$ cat config.mk
export PLATFORM = sky130hd
export DESIGN_NAME = lcc_line_config
export DESIGN_NICKNAME = d
export VERILOG_FILES = /design/src/hdl/lcc_pkg.sv /design/src/hdl/lcc_pin_sync.sv /design/src/hdl/lcc_line_config.sv
export SDC_FILE = /design/constraint.sdc
export NUM_CORES = 1
export LEC_CHECK = 0
export BUFFER_PORTS_ARGS = -buffer_cell sky130_fd_sc_hd__buf_2
export CORE_MARGIN = 3
export CORE_UTILIZATION = 40
export CTS_BUF_LIST = sky130_fd_sc_hd__clkbuf_4 sky130_fd_sc_hd__clkbuf_8 sky130_fd_sc_hd__clkbuf_16
export CTS_CLUSTER_DIAMETER = 60
export DETAILED_ROUTE_END_ITERATION = 8
export GPL_TIMING_DRIVEN = 0
export PLACE_DENSITY = 0.63
export SLEW_MARGIN = 15
export SYNTH_ARGS = -nofsm -noshare
export SYNTH_HDL_FRONTEND = slang
export SYNTH_SLANG_ARGS = --single-unit
$ cat constraint.sdc
create_clock -name clk -period 3.3 [get_ports clk]
set_clock_uncertainty 0.2 [all_clocks]
set_input_delay 0.33 -clock clk [delete_from_list [all_inputs] [get_ports clk]]
set_output_delay 0.33 -clock clk [all_outputs]
set_load 0.05 [all_outputs]
$ cat src/hdl/lcc_pkg.sv
package lcc_pkg;
  // Register addresses on the two-bit register port
  localparam logic [1:0] LCC_ADDR_STATUS = 2'h0;
  localparam logic [1:0] LCC_ADDR_CONFIG = 2'h1;
  localparam logic [1:0] LCC_ADDR_DIO = 2'h2;
  localparam logic [1:0] LCC_ADDR_MODE = 2'h3;
  localparam int LCC_DATA_W = 8;
  localparam logic [7:0] LCC_CONFIG_RESET = 8'h00;
  localparam logic [7:0] LCC_READ_ZERO = 8'h00;

  // Synchronised pin vector positions
  localparam int LCC_PIN_W = 5;
  localparam int LCC_PIN_DRV_EN = 0;
  localparam int LCC_PIN_TX_CTRL = 1;
  localparam int LCC_PIN_TX_DATA = 2;
  localparam int LCC_PIN_LINE_HI = 3;
  localparam int LCC_PIN_AUX_HI = 4;
  localparam int LCC_SYNC_DEPTH = 3;

  // Line configuration register, D7 down to D0
  typedef struct packed {
    logic receiverFilterSelect; // D7: 0 = 500kHz, 1 = 1MHz
    logic fastSlewSelect; // D6
    logic openDrainLowSide; // D5: 1 low side, 0 high side
    logic pushPullSelect; // D4
    logic lineDriverEnableBit; // D3
    logic outputLevel; // D2
    logic receiverDisable; // D1
    logic lineSinkEnable; // D0
  } lcc_config_t;

  // Line driver pin drive: level and enable
  typedef struct packed {
    logic out;
    logic oe;
  } lcc_drive_t;

  // Register port request
  typedef struct packed {
    logic write;
    logic read;
    logic [1:0] addr;
    logic [7:0] wdata;
  } lcc_req_t;
endpackage : lcc_pkg

$ cat src/hdl/lcc_pin_sync.sv
`timescale 1ns/10ps
// Three-stage synchroniser; output changes only once stages two and three
// agree, which also rejects a one-cycle glitch.
module lcc_pin_sync
  import lcc_pkg::*;
#(
  parameter int WIDTH = LCC_PIN_W
) (
  // Clock and reset
  input wire logic clk,
  input wire logic rst_n,
  // Asynchronous pins in, clean levels out
  input wire logic [WIDTH-1:0] pinIn,
  output logic [WIDTH-1:0] pinOut
);
  logic [WIDTH-1:0] stage1; // Read only by stage2
  logic [WIDTH-1:0] stage2;
  logic [WIDTH-1:0] stage3;
  logic [WIDTH-1:0] next_pinOut;

  // Per-bit agreement filter
  genvar i;
  generate
    for (i = 0; i < WIDTH; i++) begin : g_bit
      always_comb begin
        next_pinOut[i] = pinOut[i];
        if (stage2[i] == stage3[i]) begin
          next_pinOut[i] = stage3[i];
        end
      end
    end
  endgenerate

  // Shift chain and filtered output
  always_ff @(posedge clk or negedge rst_n) begin
    if (!rst_n) begin
      stage1 <= '0;
      stage2 <= '0;
      stage3 <= '0;
      pinOut <= '0;
    end else begin
      stage1 <= pinIn;
      stage2 <= stage1;
      stage3 <= stage2;
      pinOut <= next_pinOut;
    end
  end
endmodule : lcc_pin_sync

$ cat src/hdl/lcc_line_config.sv
`timescale 1ns/10ps
// Summary of operation
// - Filter bit selects 500kHz or 1MHz corner
// - One filter bit drives both receivers
// - Fast slew bit raises driver slew rate
// - Open-drain side bit: 1 low, 0 high
// - Push-pull bit makes driver push-pull
// - Driver enabled by bit or pin
// - Line polarity matches software level bit while both transmit pins are high
// - Level bit zero: pins steer driver
// - Receiver disable forces receive output high
// - Sink bit switches line current sink
// - Sink forced off while driver enabled
// - Config register read/write, resets zero
// - Aux flag follows aux input level, aux output is its inverse
// - Inverted line flag tracks line; receive output does unless receiver disabled
// - Level bit acts per driver style
// - Inverted line flag ignores receiver disable
module lcc_line_config
  import lcc_pkg::*;
(
  // Clock and reset
  input wire logic clk,
  input wire logic rst_n,
  // Register port
  input wire lcc_req_t regReq,
  output logic [LCC_DATA_W-1:0] regRdata,
  output logic regRvalid,
  // Controller pins
  input wire logic driver_enable_pin,
  input wire logic transmit_control_pin,
  input wire logic transmit_data_pin,
  // Comparator levels from the analog front end
  input wire logic lineHigh,
  input wire logic aux_digital_input,
  // Line driver pin
  output logic lineOut,
  output logic lineOe,
  // Analog trims and sink
  output logic receiver_filter_select,
  output logic fast_slew_select,
  output logic lineSinkOn,
  // Receive side
  output logic rxOut,
  output logic aux_input_out,
  output logic line_level_inverted_flag,
  output logic aux_input_level_flag
);
  lcc_config_t cfg; // Line configuration register
  lcc_config_t next_cfg;
  logic [LCC_DATA_W-1:0] next_regRdata;
  logic next_regRvalid;
  logic [LCC_PIN_W-1:0] pinRaw;
  logic [LCC_PIN_W-1:0] pinSync; // Clean pin levels
  logic driverOn; // Driver enabled by bit or pin
  logic driveLevel; // Wanted line level
  lcc_drive_t drv;

  // Read decode, used for the read data; the valid strobe follows any read
  function automatic logic [LCC_DATA_W-1:0] read_value(
    input logic [1:0] addr,
    input lcc_config_t c
  );
    // Other registers live outside this block and read zero here
    read_value = (addr == LCC_ADDR_CONFIG) ? c : LCC_READ_ZERO;
  endfunction : read_value

  assign pinRaw = {aux_digital_input, lineHigh, transmit_data_pin,
                   transmit_control_pin, driver_enable_pin};

  // Pins come from another domain
  lcc_pin_sync #(
    .WIDTH(LCC_PIN_W)
  ) u_sync (
    .clk(clk),
    .rst_n(rst_n),
    .pinIn(pinRaw),
    .pinOut(pinSync)
  );

  // Register next values
  always_comb begin
    next_cfg = cfg;
    next_regRdata = regRdata;
    next_regRvalid = 1'b0;
    if (regReq.write && regReq.addr == LCC_ADDR_CONFIG) begin
      next_cfg = lcc_config_t'(regReq.wdata);
    end
    if (regReq.read) begin
      next_regRdata = read_value(regReq.addr, cfg);
      next_regRvalid = 1'b1;
    end
  end

  // Register storage
  always_ff @(posedge clk or negedge rst_n) begin
    if (!rst_n) begin
      cfg <= lcc_config_t'(LCC_CONFIG_RESET);
      regRdata <= LCC_READ_ZERO;
      regRvalid <= 1'b0;
    end else begin
      cfg <= next_cfg;
      regRdata <= next_regRdata;
      regRvalid <= next_regRvalid;
    end
  end

  // Driver enable and level; with both pins high the level bit decides,
  // otherwise the pins do, so a set level bit left on holds the level high and blocks the pins
  always_comb begin
    driverOn = cfg.lineDriverEnableBit | pinSync[LCC_PIN_DRV_EN];
    driveLevel = cfg.outputLevel |
      ~(pinSync[LCC_PIN_TX_CTRL] & pinSync[LCC_PIN_TX_DATA]);
    drv.out = driveLevel;
    drv.oe = 1'b0;
    if (!driverOn) begin
      drv.out = 1'b0;
    end else if (cfg.pushPullSelect) begin
      drv.oe = 1'b1;
    end else if (cfg.openDrainLowSide) begin
      drv.out = 1'b0;
      drv.oe = ~driveLevel;
    end else begin
      drv.out = 1'b1;
      drv.oe = driveLevel;
    end
  end

  assign lineOut = drv.out;
  assign lineOe = drv.oe;
  // Same bit trims both filters; no separate aux setting exists
  assign receiver_filter_select = cfg.receiverFilterSelect;
  assign fast_slew_select = cfg.fastSlewSelect;
  // Sink off while driving saves power
  assign lineSinkOn = cfg.lineSinkEnable & ~driverOn;
  assign rxOut = cfg.receiverDisable | ~pinSync[LCC_PIN_LINE_HI];
  assign line_level_inverted_flag = ~pinSync[LCC_PIN_LINE_HI];
  assign aux_input_level_flag = pinSync[LCC_PIN_AUX_HI];
  assign aux_input_out = ~pinSync[LCC_PIN_AUX_HI];
endmodule : lcc_line_config

==> summary.txt <==
Root Buffer: clkbuf_4
metal2 WL: 990 microns
Layout Nets: 160
final hold violations: 0
clock sink count: 37
CP Launch Type: register
port buffer count: 36
min Tclk post-route: 2032 ps
register cell area after layout: 925.9 sq um
Pwr Density: 593.1 nW/um^2
Antenna diodes: 0
Fin Setup TNS: 0 ps
Core ar.: 2900 sq um
Final Hold Slack: 35.47 ps
metal1 wirelength: 898 microns
die area: 3915 sq um
DR iter-0 viols: 21
1st-pass router iterations: 4
Hold Path Depth: 2
unrepaired setup endpoints after global routing: no
multi-input logic area: 296.5 sq um
DRT Wirelength: 2.064 mm
Post-Synthesis Cell Area: 1280 sq um
Max Cap Viol: 0
Worst Min Path Start: regReq[6]
Die Height: 62.57 microns
Final GP Congestion: 0.7323
Critical Path Start: cfg[2]$_DFFE_PN0P_
fraction of layout cells with a size suffix above 1: 0.3830
Worst Path Required: 2770 ps
Final Setup Violations: 0
total gr overflow: 0
Synth Register Bits: 37
clk buf depth: 2
synth unique cells: 16
Rows: 19
Post-CTS Resized: 0
Lkg Pwr: 0.0008073 uW
CP max FO: 3
area delta synth->final: 28.25%
Post-Synthesis Cells: 91
register area share after synthesis: 0.7234
Synth Net Count: 110
peak supply drop: 288.8 uV
WL/cell: 11.28 microns
Inserted Clock Buffers: 5
Worst R2R Path Depth: 1
actual slew at the worst max-slew pin: 777.0 ps
crit path DAT: 1500 ps
H-tree depth: 2
CP Capture Type: primary output
outcome: complete, no violations
initial core utilization: 0.4413
global-route wire length before repair: 3.774 mm
worst reg2reg path endpoint: u_sync.pinOut[4]$_DFFE_PN0N_
vias in the first global route: 834
fmax: 492.1 MHz
post-CTS setup buffer count: 0
Mapped Avg Cell Area: 14.07 sq um
critical path endpoint: lineOe
initial antenna violation count: 0
Final HPWL DP: 1.459 mm
relative slew slack: 0.4820
r2r setup slk: 2230 ps
drt via density: 4.437
top layer in use: met4
worst r2r src: u_sync.pinOut[4]$_DFFE_PN0N_
CTS tree: yes
fin. max-slew vios: 0
antenna viol nets, final: 0
final critical-path share of the clock period: 0.6158
Die Wd: 62.57 microns
worst-skew pair later-pin latency: 320 ps
routed length on met3: 162 microns
total number of vias: 812
HP Class: input port to register
Fill cells: 269
CP Class: register to primary output
Clock transition at path regs: 90 ps
yosys warns: 0
I/O Pins: 37
Tot GR Track Use: 0.1246
largest net degree at the start of global routing: 38
Residual DRC: 0
total power draw: 973.6 uW
synth_stat cells, drive strengths merged:
cell	instances	area, sq um
a21oi	2	10.01
and2	1	6.260
buf	1	7.510
clkbuf	2	8.750
dfrtp	37	925.9
inv	11	41.29
maj3	5	50.05
mux2	8	90.09
nand2	8	30.03
nand2b	2	12.51
nand3b	2	27.53
nor2	3	11.26
o22ai	8	50.05
xnor2	1	8.760
metrics by stage:
step,setup WS [ps],instances,utilization,instance area [sq um]
final,1268,183,0.5660,1642
after global routing,1192,183,0.5660,1642
after CTS,1262,183,0.5660,1642
after detailed placement,1640,169,0.5216,1513
after global placement,1632,169,0.5216,1513
after floorplan,1307,91,-,1280
worst max-delay path, stage by stage (launching register included):
cell	delay (ps)
dfrtp_1	410
nand3b_1	200
xnor2_1	150
a21oi_1	140
buf_2	280
routing by layer:
layer	vias up	global-route usage
met5	-	0
met4	0	0.06336
met3	2	0.05576
met2	28	0.1944
met1	381	0.1447
li1	401	-
cell type report:
| class | instances | share of cell area |
|---|---|---|
| repair buffers | 43 | 0.1524 |
| inverters | 11 | 0.02515 |
| plain buffers | 3 | 0.009909 |
| multi-input cells | 40 | 0.1806 |
| clock buffers | 7 | 0.03582 |
| well taps | 42 | 0.03201 |
| flip-flops and latches | 37 | 0.5640 |
kinds of logic after synthesis:
| logic type | Yosys count | share of synthesized area |
|---|---|---|
| muxes | 8 | 0.07038 |
| AOI/OAI and AO/OA | 10 | 0.04692 |
| adders and majority gates | 5 | 0.03910 |
| buffers and inverters | 14 | 0.04496 |
| xor gates and xnor gates | 1 | 0.006844 |
| and+or+nand+nor | 16 | 0.06843 |
| DFF | 37 | 0.7234 |
how the worst min path moves through the flow:
stage,slack (ps),end
floorplan,-170,cfg[0]$_DFFE_PN0P_
global placement,130,u_sync.stage2[2]$_DFF_PN0_
detailed placement,140,u_sync.stage2[4]$_DFF_PN0_
CTS,20,cfg[0]$_DFFE_PN0P_
global route,5,fast_slew_select$_DFFE_PN0P_
finish,40,fast_slew_select$_DFFE_PN0P_
power by group:
part           switching (uW)  internal (uW)  leakage [uW]
registers                26.9            496      0.000448
clock network             126            109     0.0000348
logic                     148           68.5      0.000325
total                     301            673      0.000807
cells in the final DEF, fill, tap and decap left out, types with 2 or more instances in the layout:
cell,instances
mux2_2,8
buf_2,36
nand2_1,8
dfrtp_1,37
clkbuf_4,6
dlygate4sd3_1,7
inv_1,11
nand2b_1,2
nor2_1,3
o22ai_1,8
maj3_1,5
a21oi_1,2
registers in the layout, indices dropped and copies added, names as in the netlist:
register                cells
u_sync.stage1               5
fast_slew_select            1
regRdata                    8
u_sync.pinOut               5
receiver_filter_select      1
regRvalid                   1
cfg                         6
u_sync.stage2               5
u_sync.stage3               5
what timing repair did:
item,4_1_cts,5_1_grt
hold buffers,7,0
endpoints found under the setup margin,0,0
hold endpoints to repair,43,0
No activity file was read; power rests on OpenSTA's default activity.
